File: src/gcr_map.vh
// register, coil and timing constants for the gateway coil and register map
`ifndef GCR_MAP_VH
`define GCR_MAP_VH
`define GCR_SLOT_COUNT 50
`define GCR_SLOT_COIL_BASE 16'h07D0
`define GCR_SLOT_COIL_LAST 16'h0897
`define GCR_COIL_ALIVE 2'h0
`define GCR_COIL_ALARM 2'h1
`define GCR_COIL_PENDING 2'h2
`define GCR_COIL_PULL 2'h3
`define GCR_GW_COIL_RESET 16'h0001
`define GCR_GW_COIL_REFORM 16'h0002
`define GCR_REG_VERSION 16'h0000
`define GCR_REG_IDENT_HIGH 16'h0001
`define GCR_REG_IDENT_LOW 16'h0002
`define GCR_REG_DEV_COUNT 16'h0003
`define GCR_REG_OP_CHANNEL 16'h0004
`define GCR_REG_SPEED 16'h0005
`define GCR_REG_FRAMING 16'h0006
`define GCR_REG_STATION 16'h0007
`define GCR_REG_MASK_HIGH 16'h0008
`define GCR_REG_MASK_LOW 16'h0009
`define GCR_REG_SECONDS_HIGH 16'h000A
`define GCR_REG_SECONDS_LOW 16'h000B
`define GCR_SPEED_RESET 16'h0003
`define GCR_SPEED_MAX 16'h0006
`define GCR_FRAMING_RESET 16'h0000
`define GCR_FRAMING_MAX 16'h0006
`define GCR_STATION_RESET 16'h005F
`define GCR_STATION_MIN 16'h0001
`define GCR_STATION_MAX 16'h00F7
`define GCR_MASK_RESET 32'hFFFFFFFF
`define GCR_DEV_COUNT_MAX 16'h0032
`define GCR_CHANNEL_MAX 16'h0019
`define GCR_CLK_HZ 20000000
`define GCR_SECOND_NS 1000000000
`define GCR_CLK_NS 50
`define GCR_SECOND_CYCLES (`GCR_SECOND_NS / `GCR_CLK_NS)
`endif

File: src/gcr_coil_register_map.v
// coil and holding register map of the wireless sensor gateway
//
// Contract
// - each of 50 slots has four coils at 2000 plus four times slot
// - link-alive coil reads 1 while synchronized, 0 after silence limit
// - link-alive coil reads 0 when no devices are registered
// - alarm coil reads 1 in exception state, 0 otherwise
// - config-pending coil reads 1 while any local copy differs from remote
// - writing 1 to config-pending pushes slot configuration to remote device
// - writing 0 to config-pending is ignored
// - config-pending clears itself once remote confirms applied changes
// - remote-pull coil reads 0; writing 1 clears slot and pulls config
// - firmware version is read-only at register 0
// - unique identifier read-only at registers 1 and 2, high then low
// - registered device count read-only at 3, limited to 0..50
// - operating channel read-only at 4, limited to 0..25
// - serial speed at 5, codes 0..6, default code 3
// - framing mode at 6, codes 0..6, default 0
// - station address at 7, values 1..247, default 95
// - channel mask at 8 and 9, 32 bits, reset all ones
// - seconds counter at 10 and 11, writable, counts on from written value
// - gateway reset coil 1 resets device and status, reads 0
// - network-reform coil 2 re-forms network, reads 0
`include "gcr_map.vh"
`default_nettype none
module gcr_coil_register_map #(
	parameter [31:0] second_cycles = `GCR_SECOND_CYCLES,
	parameter [15:0] firmware_version = 16'h0100,
	parameter [31:0] unique_ident = 32'h00000001
) (
	input wire core_clk,
	input wire rst_n,
	input wire reg_rd,
	input wire reg_wr,
	input wire [15:0] reg_addr,
	input wire [15:0] reg_wdata,
	output reg [15:0] reg_rdata,
	output reg reg_ack,
	output reg reg_err,
	input wire coil_rd,
	input wire coil_wr,
	input wire [15:0] coil_addr,
	input wire coil_wdata,
	output reg coil_rdata,
	output reg coil_ack,
	output reg coil_err,
	input wire [49:0] slot_alive,
	input wire [49:0] slot_alarm,
	input wire [49:0] slot_local_edit,
	input wire [49:0] slot_confirm,
	input wire [15:0] registered_device_count,
	input wire [15:0] operating_channel,
	output reg [49:0] push_request,
	output reg [49:0] pull_request,
	output reg gateway_reset_pulse,
	output reg network_reform_pulse,
	output reg [15:0] active_serial_speed,
	output reg [15:0] active_framing_mode,
	output reg [15:0] active_station_address,
	output wire [31:0] channel_permit_mask,
	output wire [31:0] seconds_count
);
	reg [15:0] serial_speed_select;
	reg [15:0] framing_mode_select;
	reg [15:0] bus_station_address;
	reg [15:0] channel_permit_mask_high;
	reg [15:0] channel_permit_mask_low;
	reg [31:0] seconds;
	reg [31:0] tick_count;
	reg [49:0] pending;
	reg boot_load;
	wire second_tick;
	wire [15:0] coil_rel;
	wire in_slots;
	wire [5:0] device_slot_index;
	wire [1:0] coil_sel;
	wire [15:0] dev_count_clip;
	wire [15:0] channel_clip;
	reg [49:0] next_pending;
	reg [15:0] next_rdata;
	reg next_err;
	reg next_coil;
	reg next_coil_err;
	localparam [31:0] mask_reset = `GCR_MASK_RESET;

	assign second_tick = (tick_count == second_cycles - 32'h00000001);
	assign coil_rel = coil_addr - `GCR_SLOT_COIL_BASE;
	assign in_slots = (coil_addr >= `GCR_SLOT_COIL_BASE) && (coil_addr <= `GCR_SLOT_COIL_LAST);
	assign device_slot_index = coil_rel[7:2];
	assign coil_sel = coil_rel[1:0];
	assign dev_count_clip = (registered_device_count > `GCR_DEV_COUNT_MAX) ?
		`GCR_DEV_COUNT_MAX : registered_device_count;
	assign channel_clip = (operating_channel > `GCR_CHANNEL_MAX) ?
		`GCR_CHANNEL_MAX : operating_channel;
	assign channel_permit_mask = {channel_permit_mask_high, channel_permit_mask_low};
	assign seconds_count = seconds;

	// register read decode
	always @* begin
		next_rdata = 16'h0000;
		next_err = 1'b0;
		case (reg_addr)
			`GCR_REG_VERSION: next_rdata = firmware_version;
			`GCR_REG_IDENT_HIGH: next_rdata = unique_ident[31:16];
			`GCR_REG_IDENT_LOW: next_rdata = unique_ident[15:0];
			`GCR_REG_DEV_COUNT: next_rdata = dev_count_clip;
			`GCR_REG_OP_CHANNEL: next_rdata = channel_clip;
			`GCR_REG_SPEED: next_rdata = serial_speed_select;
			`GCR_REG_FRAMING: next_rdata = framing_mode_select;
			`GCR_REG_STATION: next_rdata = bus_station_address;
			`GCR_REG_MASK_HIGH: next_rdata = channel_permit_mask_high;
			`GCR_REG_MASK_LOW: next_rdata = channel_permit_mask_low;
			`GCR_REG_SECONDS_HIGH: next_rdata = seconds[31:16];
			`GCR_REG_SECONDS_LOW: next_rdata = seconds[15:0];
			default: next_err = 1'b1;
		endcase
	end

	// coil read decode
	always @* begin
		next_coil = 1'b0;
		next_coil_err = 1'b0;
		if (in_slots) begin
			case (coil_sel)
				`GCR_COIL_ALIVE: next_coil = slot_alive[device_slot_index] &&
					(registered_device_count != 16'h0000);
				`GCR_COIL_ALARM: next_coil = slot_alarm[device_slot_index];
				`GCR_COIL_PENDING: next_coil = pending[device_slot_index];
				default: next_coil = 1'b0;
			endcase
		end else if (coil_addr == `GCR_GW_COIL_RESET || coil_addr == `GCR_GW_COIL_REFORM) begin
			next_coil = 1'b0;
		end else begin
			next_coil_err = 1'b1;
		end
	end

	// pending flags: local edits and push requests set, confirmations clear, set wins over confirmation; a pull write clears and wins over all
	always @* begin
		next_pending = pending & ~slot_confirm;
		next_pending = next_pending | slot_local_edit;
		if (coil_wr && in_slots && coil_sel == `GCR_COIL_PENDING && coil_wdata) begin
			next_pending[device_slot_index] = 1'b1;
		end
		if (coil_wr && in_slots && coil_sel == `GCR_COIL_PULL && coil_wdata) begin
			next_pending[device_slot_index] = 1'b0;
		end
	end

	always @(posedge core_clk or negedge rst_n) begin
		if (!rst_n) begin
			serial_speed_select <= `GCR_SPEED_RESET;
			framing_mode_select <= `GCR_FRAMING_RESET;
			bus_station_address <= `GCR_STATION_RESET;
			channel_permit_mask_high <= mask_reset[31:16];
			channel_permit_mask_low <= mask_reset[15:0];
			seconds <= 32'h00000000;
			tick_count <= 32'h00000000;
			pending <= 50'h0;
			push_request <= 50'h0;
			pull_request <= 50'h0;
			gateway_reset_pulse <= 1'b0;
			network_reform_pulse <= 1'b0;
			active_serial_speed <= `GCR_SPEED_RESET;
			active_framing_mode <= `GCR_FRAMING_RESET;
			active_station_address <= `GCR_STATION_RESET;
			boot_load <= 1'b1;
			reg_rdata <= 16'h0000;
			reg_ack <= 1'b0;
			reg_err <= 1'b0;
			coil_rdata <= 1'b0;
			coil_ack <= 1'b0;
			coil_err <= 1'b0;
		end else begin
			boot_load <= 1'b0;
			if (boot_load) begin
				active_serial_speed <= serial_speed_select;
				active_framing_mode <= framing_mode_select;
				active_station_address <= bus_station_address;
			end
			// the gateway reset coil applies the stored link settings
			if (coil_wr && coil_wdata && coil_addr == `GCR_GW_COIL_RESET) begin
				active_serial_speed <= serial_speed_select;
				active_framing_mode <= framing_mode_select;
				active_station_address <= bus_station_address;
			end
			tick_count <= second_tick ? 32'h00000000 : tick_count + 32'h00000001;
			if (second_tick) begin
				seconds <= seconds + 32'h00000001;
			end
			reg_ack <= reg_rd || reg_wr;
			reg_err <= (reg_rd || reg_wr) && next_err;
			if (reg_rd) begin
				reg_rdata <= next_rdata;
			end
			if (reg_wr) begin
				case (reg_addr)
					`GCR_REG_SPEED: if (reg_wdata <= `GCR_SPEED_MAX)
						serial_speed_select <= reg_wdata;
					`GCR_REG_FRAMING: if (reg_wdata <= `GCR_FRAMING_MAX)
						framing_mode_select <= reg_wdata;
					`GCR_REG_STATION: if (reg_wdata >= `GCR_STATION_MIN &&
						reg_wdata <= `GCR_STATION_MAX)
						bus_station_address <= reg_wdata;
					`GCR_REG_MASK_HIGH: channel_permit_mask_high <= reg_wdata;
					`GCR_REG_MASK_LOW: channel_permit_mask_low <= reg_wdata;
					`GCR_REG_SECONDS_HIGH: seconds[31:16] <= reg_wdata;
					`GCR_REG_SECONDS_LOW: seconds[15:0] <= reg_wdata;
					default: ;
				endcase
			end
			coil_ack <= coil_rd || coil_wr;
			coil_err <= (coil_rd || coil_wr) && next_coil_err;
			if (coil_rd) begin
				coil_rdata <= next_coil;
			end
			pending <= next_pending;
			push_request <= 50'h0;
			pull_request <= 50'h0;
			gateway_reset_pulse <= 1'b0;
			network_reform_pulse <= 1'b0;
			if (coil_wr && coil_wdata) begin
				if (in_slots && coil_sel == `GCR_COIL_PENDING)
					push_request[device_slot_index] <= 1'b1;
				if (in_slots && coil_sel == `GCR_COIL_PULL)
					pull_request[device_slot_index] <= 1'b1;
				if (coil_addr == `GCR_GW_COIL_RESET)
					gateway_reset_pulse <= 1'b1;
				if (coil_addr == `GCR_GW_COIL_REFORM)
					network_reform_pulse <= 1'b1;
			end
		end
	end
endmodule
`default_nettype wire

File: config.mk
export PLATFORM = sky130hd
export DESIGN_NAME = gcr_coil_register_map
export DESIGN_NICKNAME = d
export VERILOG_FILES = /design/src/gcr_coil_register_map.v
export VERILOG_INCLUDE_DIRS = /design/src
export SDC_FILE = /design/constraint.sdc
export NUM_CORES = 1
export LEC_CHECK = 0
export BUFFER_PORTS_ARGS = -buffer_cell sky130_fd_sc_hd__buf_2
export CORE_AREA = 2 2 201 203
export CTS_BUF_LIST = sky130_fd_sc_hd__clkbuf_8
export CTS_CLUSTER_SIZE = 16
export DETAILED_ROUTE_END_ITERATION = 6
export DIE_AREA = 0 0 203 205
export GPL_TIMING_DRIVEN = 0
export MAX_ROUTING_LAYER = met4
export PLACE_DENSITY_LB_ADDON = 0.05
export SLEW_MARGIN = 10
export SYNTH_ARGS = -nofsm -noshare
export SYNTH_HDL_FRONTEND = slang
export SYNTH_SLANG_ARGS = --single-unit
File: constraint.sdc
create_clock -name core_clk -period 6.1 [get_ports core_clk]
set_input_delay 1.22 -clock core_clk [delete_from_list [all_inputs] [get_ports core_clk]]
set_output_delay 1.22 -clock core_clk [all_outputs]
set_load 0.02 [all_outputs]
==> impl_metrics.py, run 1 <==
metrics = {
    "timing": {
        "timing.final.crit_share": 0.760,
        "slew_violations": 0,
        "tightestPinTransition_ns": 1.30,
        "grt_setup_unrepaired": "no",
        "hold_viol_final": 0,
        "setup_viol": 0,
        "slew_headroom": 0.125,
        "fin_crit_ns": 4.64,
        "fin_skew_ns": 0.0239,
        "fmax_mhz": 216,
    },
    "die": {
        "die-area_um2": 41600,
        "core.rowCount": 73,
        "die_h_um": 205,
        "io_pins": 522,
        "die_w_um": 203,
        "core_um2": 39400,
        "start_util": 0.422,
    },
    "min_path": {
        "hold_path_class": "flop to flop",
        "min_from": "tick_count[0]$_DFF_PN0_",
    },
    "yosys": {
        "syn-instance-count": 1468,
        "synthFlopType": "dfrtp_1",
        "async_flop_share": 1.00,
        "yosysMostFrequentCell": "dfrtp_1",
        "ys_seq_elements": 366,
        "synth-edff-count": 0,
        "ys_seq_area_frac": 0.555,
        "netlist_top_cells_count": "317 x dfrtp_1, 236 x nor2_1, 92 x mux2_2",
        "yosysTopAreaCell": "dfrtp_1",
        "avgSynthCellArea_um2": 11.3,
        "synth_top_area_share": 0.478,
        "synth.cell_area_um2": 16600,
        "synth_area_leaders": "dfrtp_1 48%, dfstp_2 7.8%, mux2_2 6.2%, nor2_1 5.3%, mux4_2 3.9%",
        "synth_cell_types": 76,
        "syn_nets": 1760,
        "yosysWarnings": 0,
    },
    "worst_setup_path": {
        "endpoint_kind": "flop",
        "reg2reg_slack_ns": 3.25,
        "critPathLaunch": "coil_addr[4]",
        "worstPathArrival_ns": 5.18,
        "required_ns": 6.64,
        "r2r-start": "tick_count[15]$_DFF_PN0_",
        "critPathLaunchType": "primary input",
        "path_max_fanout": 11,
        "crit_type": "primary input to flop",
    },
    "run_status": {
        "status": "finished, final reports clean",
    },
    "finish": {
        "nNetsFinal": 2346,
        "multiInputGateArea_um2": 6800,
        "synthToLayoutAreaGrowth_pct": 27.9,
        "postLayoutCellArea_um2": 21200,
        "nFillCells": 3635,
        "seq_area_um2": 9220,
        "drive_above_1_share": 0.398,
        "final_util": 0.539,
    },
    "clocking": {
        "cts_max_level": 3,
        "clk_latency_ns": 0.62,
        "cts_setup_buffers": 0,
        "clkTransAtPathRegs_ns": 0.07,
        "root_buffer": "clkbuf_8",
        "postCtsResizedCells": 0,
        "numCtsBuffers": 66,
        "cts_buffer_depth": 3,
        "cts.sinks": 366,
        "cts_hold_buf": 0,
        "cts_tree": "built",
    },
    "detailed_routing": {
        "drt_iter0_markers": 1151,
        "vias": 14500,
        "firstDrtPassIters": 5,
        "vias_per_cell": 5.50,
        "wl_um": 65400,
        "wl_per_cell_um": 24.8,
        "drc": 0,
        "drtAntennaViolNets": 0,
    },
    "placement": {
        "dp_hpwl_um": 50600,
        "gp_congestion": 1.02,
        "numPortBuffers": 515,
        "place_area_um2": 19900,
    },
    "global_routing": {
        "grt_pass1_wl_um": 95400,
        "grt_overflow": 0,
        "grt_max_degree": 111,
        "antenna_found_initial": 19,
        "grt_pass1_vias": 14500,
        "grt_usage": 0.324,
    },
    "power": {
        "p_per_area_nw_per_um2": 242,
        "total_power_uw": 5150,
        "leakage_uw": 0.0105,
        "ir_worst_vdd_mv": 0.133,
    },
    "job": {
        "drv_cap": 0,
    },
}
cell families (layout without fill, tap and decap cells):
kind of cell	Yosys count	in the layout	share of synthesized area
compound gates	221	221	0.100
xor+xnor	59	59	0.0311
fa+ha+maj	5	5	0.00377
buf+inv	135	764	0.0347
flops	366	366	0.555
mux	147	147	0.118
other cells	1	17	0.000226
simple gates	534	534	0.157
state kept, by name, summed over array words and instances, names as in the netlist, 32 cells and up:
name	count
tick_count	32
pending	50
seconds_count	32
push_request	50
pull_request	50
report_power, final:
part | switching [µW] | leakage [µW] | internal (µW) | total (µW)
Sequential | 20.8 | 0.00455 | 2460 | 2480
Clock | 1020 | 0.000728 | 1210 | 2230
Combinational | 256 | 0.00519 | 176 | 432
Total | 1300 | 0.0105 | 3850 | 5150
critical path: stages:
cell       delay [ns]
buf_2            0.09
buf_2            0.28
inv_2            0.21
clkbuf_1         0.33
ha_1             0.37
clkbuf_1         0.22
nand3b_1         0.24
o31ai_1          1.04
nand2_1          0.28
o221ai_1         0.16
a2111oi_0        0.15
o41a_1           0.42
a31oi_1          0.16
placed cells by master (no fill, tap or decap), types with 4 or more instances in the layout:
master	synthesis	final
nor2b_1	40	40
a22oi_1	37	37
and2_1	19	19
and3_1	14	14
buf_4	4	4
a22o_1	10	10
inv_1	65	88
buf_2	19	533
or2_2	7	7
ha_1	5	5
o31ai_1	7	7
nor4_2	9	9
nor4_1	15	15
nor3_1	21	21
or4_1	6	6
mux4_2	29	29
nand2_1	85	85
a221oi_1	52	52
xnor2_1	49	49
dfstp_2	49	49
mux2i_1	25	25
clkbuf_8	0	83
nor2_1	236	236
o211ai_1	5	5
mux2_2	92	92
buf_6	4	4
a21oi_1	32	32
o21ai_0	19	19
o21ai_1	9	9
clkbuf_1	38	38
diode_2	0	16
nand4_1	16	16
a41oi_1	11	11
a31oi_1	5	5
dfrtp_1	317	317
nand3_1	35	35
xor2_1	10	10
nand4b_1	4	4
layout make-up:
type / count / share of cell area
Sequential cell: 366 / 0.434
Inverter: 66 / 0.0117
Clock inverter: 28 / 0.00560
Clock buffer: 83 / 0.0538
Timing Repair Buffer: 518 / 0.126
Buffer: 69 / 0.0155
Antenna cell: 16 / 0.00189
Tap cell: 525 / 0.0309
Multi-Input combinational cell: 967 / 0.320
per-stage QoR:
stage / hold slack [ns] / setup TNS [ns] / cells / worst slack [ns]
floorplan: 0.446 / 0 / 1468 / 2.57
global placement: 0.466 / -1116.89 / 2508 / -3.43
detailed placement: 0.484 / 0 / 2511 / 1.07
CTS: 0.492 / 0 / 2622 / 1.71
global route: 0.508 / 0 / 2635 / 1.41
finish: 0.488 / 0 / 2638 / 1.46
routing by layer:
layer,global-route usage,up-vias,part of all wire
met4,0.0839,0,0.022
met1,0.456,7354,0.45
met2,0.471,625,0.45
met5,-,-,0
li1,-,6439,-
met3,0.0756,100,0.080
path summary, 6_finish.rpt:
kind / endpoint / depth (start not counted)
min in group asynchronous: push_request[33]$_DFF_PN0_ / 1
max reg2reg: seconds_count[14]$_DFF_PN0_ / 8
max in group asynchronous: active_station_address[4]$_DFFE_PN1P_ / 3
min: tick_count[0]$_DFF_PN0_ / 1
max: coil_rdata$_DFFE_PN0P_ / 13
min reg2reg: tick_count[0]$_DFF_PN0_ / 1
(Power assumes the default switching activity.)
==> run 2, diff against run 1 <==
--- a/config.mk
+++ b/config.mk
@@ -6,12 +6,13 @@
 export SDC_FILE = /design/constraint.sdc
 export NUM_CORES = 1
 export LEC_CHECK = 0
+export ABC_AREA = 1
 export BUFFER_PORTS_ARGS = -buffer_cell sky130_fd_sc_hd__buf_2
-export CORE_AREA = 2 2 201 203
+export CORE_AREA = 2 2 205 207
 export CTS_BUF_LIST = sky130_fd_sc_hd__clkbuf_8
 export CTS_CLUSTER_SIZE = 16
 export DETAILED_ROUTE_END_ITERATION = 6
-export DIE_AREA = 0 0 203 205
+export DIE_AREA = 0 0 207 209
 export GPL_TIMING_DRIVEN = 0
 export MAX_ROUTING_LAYER = met4
 export PLACE_DENSITY_LB_ADDON = 0.05
==> constraint.sdc (replaced) <==
create_clock -name core_clk -period 3.9 [get_ports core_clk]
set_input_delay 0.78 -clock core_clk [delete_from_list [all_inputs] [get_ports core_clk]]
set_output_delay 0.78 -clock core_clk [all_outputs]
set_load 0.02 [all_outputs]
==> run 2 against run 1 <==
Sequential power is 56% higher. Area after synthesis grew 13%. Routed wire length increased by 15%. Largest cell class unchanged. Final cell count rose by 43%. Clock-buffer cell count shrank 6. Via count is 36% higher. Hold slack worse by 0.36 ns. Worst setup slack got worse by 0.90 ns. Global-route usage grew 2.9 points.
==> impl_metrics.py, run 2 <==
metrics = {
    "run_status": {
        "status": "finished, final reports clean",
    },
    "yosys": {
        "netlist_top_cells_count": "736 x nand2_1, 532 x nor2_1, 317 x dfrtp_1",
        "async_flop_share": 1.00,
        "synth_top_area_share": 0.423,
        "ys_seq_elements": 366,
        "syn-instance-count": 2576,
        "yosysWarnings": 0,
        "ys_seq_area_frac": 0.491,
        "syn_nets": 2868,
        "avgSynthCellArea_um2": 7.28,
        "synth.cell_area_um2": 18800,
        "yosysTopAreaCell": "dfrtp_1",
        "yosysMostFrequentCell": "nand2_1",
        "synth_cell_types": 44,
        "synth_area_leaders": "dfrtp_1 42%, nand2_1 15%, nor2_1 11%, dfstp_2 6.9%, inv_1 6.2%",
        "synthFlopType": "dfrtp_1",
        "synth-edff-count": 0,
    },
    "global_routing": {
        "grt_overflow": 0,
        "grt_max_degree": 117,
        "grt_usage": 0.353,
        "grt_pass1_vias": 19100,
        "antenna_found_initial": 19,
        "grt_pass1_wl_um": 113000,
    },
    "detailed_routing": {
        "firstDrtPassIters": 6,
        "drtAntennaViolNets": 0,
        "vias_per_cell": 5.23,
        "vias": 19800,
        "drt_iter0_markers": 1946,
        "wl_per_cell_um": 19.9,
        "wl_um": 75300,
        "drc": 0,
    },
    "timing": {
        "fin_skew_ns": 0.0280,
        "tightestPinTransition_ns": 1.07,
        "slew_violations": 0,
        "grt_setup_unrepaired": "no",
        "fin_crit_ns": 3.33,
        "slew_headroom": 0.283,
        "fmax_mhz": 300,
        "setup_viol": 0,
        "timing.final.crit_share": 0.855,
        "hold_viol_final": 0,
        "fin_ws_ns": 0.565,
        "finalSetupTns_ns": 0,
    },
    "placement": {
        "numPlacedInstances": 3639,
        "dp_slack_ns": 0.000742,
        "dp_hpwl_um": 58500,
        "numPortBuffers": 520,
        "gp_congestion": 0.992,
    },
    "worst_setup_path": {
        "worstPathArrival_ns": 3.84,
        "required_ns": 4.40,
        "critPathLaunchType": "primary input",
        "path_max_fanout": 11,
        "crit_type": "primary input to flop",
        "endpoint_kind": "flop",
    },
    "finish": {
        "synthToLayoutAreaGrowth_pct": 25.3,
        "final_common_cell": "nand2_1",
        "nFillCells": 4095,
        "reg_top3": "pending: 50 flops, pull_request: 50 flops, push_request: 50 flops",
        "nNetsFinal": 3460,
        "final_util": 0.570,
        "drive_above_1_share": 0.220,
        "fin_cells": 3778,
        "final_cell_mix": "736 x nand2_1, 543 x buf_2, 532 x nor2_1, 337 x inv_1, 317 x dfrtp_1",
    },
    "job": {
        "drv_cap": 0,
    },
    "clocking": {
        "root_buffer": "clkbuf_8",
        "cts_max_level": 3,
        "cts_setup_buffers": 0,
        "cts_tree": "built",
        "postCtsResizedCells": 0,
        "clk_latency_ns": 0.64,
        "numCtsBuffers": 66,
        "cts_hold_buf": 0,
        "clkTransAtPathRegs_ns": 0.05,
        "cts_buffer_depth": 3,
        "cts.sinks": 366,
    },
    "die": {
        "core.rowCount": 75,
        "die_w_um": 207,
        "die_h_um": 209,
        "start_util": 0.454,
        "die-area_um2": 43300,
        "core_um2": 41300,
        "io_pins": 522,
    },
    "power": {
        "p_per_area_nw_per_um2": 349,
        "ir_worst_vdd_mv": 0.335,
        "leakage_uw": 0.0126,
    },
    "min_path": {
        "hold_path_class": "primary input to async pin",
    },
}
## run 2: cell families (layout without fill, tap and decap cells)
| group | after synthesis | count (layout) | share of synthesized area |
|---|---|---|---|
| compound gates | 270 | 270 | 0.0851 |
| xor+xnor | 42 | 42 | 0.0196 |
| fa+ha+maj | 5 | 5 | 0.00333 |
| buf+inv | 409 | 1053 | 0.0846 |
| flops | 366 | 366 | 0.491 |
| other cells | 1 | 20 | 0.000200 |
| simple gates | 1483 | 1483 | 0.316 |
## run 2: critical path, stage by stage
cell	delay, ns
buf_2	0.11
buf_2	0.17
inv_1	0.20
buf_1	0.52
ha_1	0.26
nand4_1	0.09
nor4_1	0.29
nand2_1	0.14
nor2_1	0.45
or2_1	0.18
buf_4	0.16
buf_6	0.15
buf_2	0.23
a21oi_1	0.10
## run 2: cell type report
class / instances / area (µm²) / area share
Sequential cell: 366 / 9220 / 0.392
Multi-Input combinational cell: 1801 / 7980 / 0.339
Timing Repair Buffer: 524 / 2700 / 0.115
Inverter: 318 / 1190 / 0.0508
Clock buffer: 77 / 1060 / 0.0451
Tap cell: 539 / 674 / 0.0287
Buffer: 91 / 394 / 0.0168
Clock inverter: 43 / 249 / 0.0106
Antenna cell: 19 / 47.5 / 0.00202
## run 2: routing by layer
layer,vias up,track usage,wire [µm],share of wire
li1,9218,-,-,-
met1,9486,0.478,32500,0.43
met4,0,0.133,2470,0.033
met3,170,0.0953,7300,0.097
met2,892,0.507,33000,0.44
met5,-,-,0,0
## run 2: metrics by stage
step / hold WS, ns / total power [µW] / cell area, µm²
after global routing: 0.167 / 8510 / 23500
after floorplan: 0.459 / 4240 / 18800
after CTS: 0.126 / 8260 / 23500
final: 0.129 / 8220 / 23500
after global placement: 0.464 / 4640 / 22000
after detailed placement: 0.460 / 4660 / 22200
## run 2: final timing paths
path | to | cells after the start | slack (ns) | start
max | active_station_address[15]$_DFFE_PN0P_ | 14 | 0.57 | coil_addr[4]
min | push_request[45]$_DFF_PN0_ | 1 | 0.13 | rst_n
max reg2reg | seconds_count[19]$_DFF_PN0_ | 11 | 1.38 | tick_count[0]$_DFF_PN0_
min reg2reg | reg_rdata[3]$_DFFE_PN0P_ | 2 | 0.48 | reg_rdata[3]$_DFFE_PN0P_
max in group asynchronous | framing_mode_select[11]$_DFFE_PN0P_ | 4 | 1.88 | rst_n
min in group core_clk | coil_ack$_DFF_PN0_ | 2 | 0.40 | coil_wr
## run 2: report_power, final
part           switching [µW]  internal (µW)  total [µW]
Sequential               18.1           3840        3860
Clock                    1720           1890        3610
Combinational             502            248         751
Total                    2240           5980        8220
==> run 3, diff against run 2 <==
--- a/config.mk
+++ b/config.mk
@@ -7,7 +7,7 @@
 export NUM_CORES = 1
 export LEC_CHECK = 0
 export ABC_AREA = 1
-export BUFFER_PORTS_ARGS = -buffer_cell sky130_fd_sc_hd__buf_2
+export BUFFER_PORTS_ARGS = -buffer_cell sky130_fd_sc_hd__buf_4
 export CORE_AREA = 2 2 205 207
 export CTS_BUF_LIST = sky130_fd_sc_hd__clkbuf_8
 export CTS_CLUSTER_SIZE = 16
==> run 3 against run 2 <==
Largest cell class unchanged. Worst setup slack worse by 0.043 ns. Clock-buffer cell count stayed put. First-iteration DRC count is 8.3% lower. Cell area is 5.4% higher. Non-clock buffer count stayed put. Utilization is 3.1 points higher. Critical path depth is 1 lower. Clock power hardly changed. Clock skew is 0.0070 ns lower. Register-to-register slack hardly changed.
==> impl_metrics.py, run 3 (synthesized netlist as in run 2, its figures left out) <==
metrics = {
    "run_status": {
        "status": "finished, final reports clean",
    },
    "timing": {
        "slew_violations": 0,
        "setup_viol": 0,
        "hold_viol_final": 0,
        "timing.final.crit_share": 0.866,
        "fin_ws_ns": 0.522,
        "fin_skew_ns": 0.0210,
        "grt_setup_unrepaired": "no",
        "fmax_mhz": 296,
        "tightestPinTransition_ns": 1.00,
        "slew_headroom": 0.330,
        "fin_crit_ns": 3.38,
    },
    "clocking": {
        "root_buffer": "clkbuf_8",
        "cts.sinks": 366,
        "clkTransAtPathRegs_ns": 0.06,
        "cts_setup_buffers": 0,
        "cts_buffer_depth": 3,
        "clk_latency_ns": 0.64,
        "postCtsResizedCells": 0,
        "cts_tree": "built",
        "cts_max_level": 3,
        "numCtsBuffers": 66,
        "cts_hold_buf": 0,
    },
    "finish": {
        "drive_above_1_share": 0.219,
        "final_cell_mix": "736 x nand2_1, 532 x nor2_1, 524 x buf_4, 339 x inv_1, 317 x dfrtp_1",
        "nFillCells": 3886,
        "synthToLayoutAreaGrowth_pct": 32.1,
        "final_common_cell": "nand2_1",
        "reg_top3": "pending: 50 flops, pull_request: 50 flops, push_request: 50 flops",
        "fin_cells": 3762,
        "nNetsFinal": 3460,
    },
    "placement": {
        "dp_slack_ns": 0.0467,
        "dp_hpwl_um": 59200,
        "numPlacedInstances": 3639,
        "numPortBuffers": 520,
        "gp_congestion": 1.01,
    },
    "global_routing": {
        "grt_max_degree": 109,
        "grt_pass1_wl_um": 114000,
        "grt_usage": 0.357,
        "grt_pass1_vias": 19400,
        "antenna_found_initial": 6,
        "grt_overflow": 0,
    },
    "power": {
        "ir_worst_vdd_mv": 0.316,
        "total_power_uw": 8310,
        "p_per_area_nw_per_um2": 335,
        "leakage_uw": 0.0129,
    },
    "die": {
        "start_util": 0.454,
        "core_um2": 41300,
        "core.rowCount": 75,
        "io_pins": 522,
        "die_h_um": 209,
        "die-area_um2": 43300,
        "die_w_um": 207,
    },
    "min_path": {
        "hold_path_class": "primary input to async pin",
    },
    "detailed_routing": {
        "wl_um": 76200,
        "drtAntennaViolNets": 0,
        "wl_per_cell_um": 20.3,
        "dr_wl_met2_um": 33600,
        "vias": 19800,
        "drt_iter0_markers": 1784,
        "m1WireLength_um": 32800,
        "vias_per_cell": 5.27,
        "firstDrtPassIters": 6,
        "wl_met3_um": 7110,
        "drc": 0,
        "top_layer_used": "met4",
    },
    "worst_setup_path": {
        "path_delay_family": "simple AND/OR/NAND/NOR gates",
        "worstPathArrival_ns": 3.94,
        "path_cells": "buf_4, buf_2, inv_1, buf_1, ha_1, nand2_1, nand2_1, nand3_1, nor2_1, nand2_1, nor2_1, nor2_1, nor2_1",
        "endpoint_kind": "flop",
        "path_buf_inv": 4,
        "crit_path_max_incr_delay_ns": 0.78,
        "cpMostUsedCell": "nor2_1",
        "critPathLaunchType": "primary input",
        "slowest_stage": "nor2_1",
        "crit_type": "primary input to flop",
        "required_ns": 4.47,
        "worst-r2r-cell-count": 11,
        "path_max_fanout": 11,
        "reg2reg_slack_ns": 1.39,
        "reg2reg_to": "seconds_count[20]$_DFF_PN0_",
        "r2r-start": "tick_count[0]$_DFF_PN0_",
    },
    "job": {
        "drv_cap": 0,
    },
}
run 3: cell types whose count changed in the layout (fill, tap and decap cells not counted):
cell | before | now
clkinv_2 | 9 | 4
buf_2 | 543 | 24
inv_12 | 0 | 3
inv_8 | 0 | 2
clkinvlp_4 | 2 | 1
inv_1 | 337 | 339
buf_4 | 5 | 524
clkinv_8 | 3 | 0
diode_2 | 19 | 5
run 3: metrics by stage:
stage	TNS [ns]	instance area (µm²)	util	hold WS, ns
2_1_floorplan	0	18800	-	0.459
3_3_place_gp	-465.99	23300	0.565	0.470
3_5_place_dp	0	23500	0.568	0.470
4_1_cts	0	24800	0.600	0.180
5_1_grt	0	24800	0.600	0.220
6_report	0	24800	0.600	0.161
run 3: area by class of cell:
cell class / count / area [µm²] / area share
multi-input cells: 1801 / 7980 / 0.322
flip-flops and latches: 366 / 9220 / 0.372
diodes: 5 / 12.5 / 0.000505
clock inverters: 41 / 246 / 0.00995
well taps: 539 / 674 / 0.0272
repair buffers: 524 / 4000 / 0.161
clock buffers: 77 / 1060 / 0.0428
plain buffers: 91 / 394 / 0.0159
inverters: 318 / 1190 / 0.0482
run 3: routing by layer:
layer  track usage  vias up
met5             -        -
met4         0.136        0
met3        0.0882      185
met2         0.520      941
met1         0.481     9511
li1              -     9201
run 3: where the power goes:
part | switching (µW) | internal [µW]
registers | 18.9 | 3840
logic | 500 | 329
clock network | 1720 | 1900
run 3: how the worst max path moves through the flow:
stage                       from                                      to  slack [ns]  cells after the start
global route        coil_addr[4]      active_serial_speed[4]$_DFFE_PN0P_        0.40                     14
finish              coil_addr[4]                   pending[34]$_DFF_PN0_        0.52                     13
detailed placement  coil_addr[4]     active_serial_speed[15]$_DFFE_PN0P_        0.05                     14
CTS                 coil_addr[4]     active_serial_speed[15]$_DFFE_PN0P_        0.74                     14
global placement           rst_n  active_station_address[12]$_DFFE_PN0P_       -1.51                      1
floorplan           coil_addr[4]     active_framing_mode[10]$_DFFE_PN0P_        1.15                     13
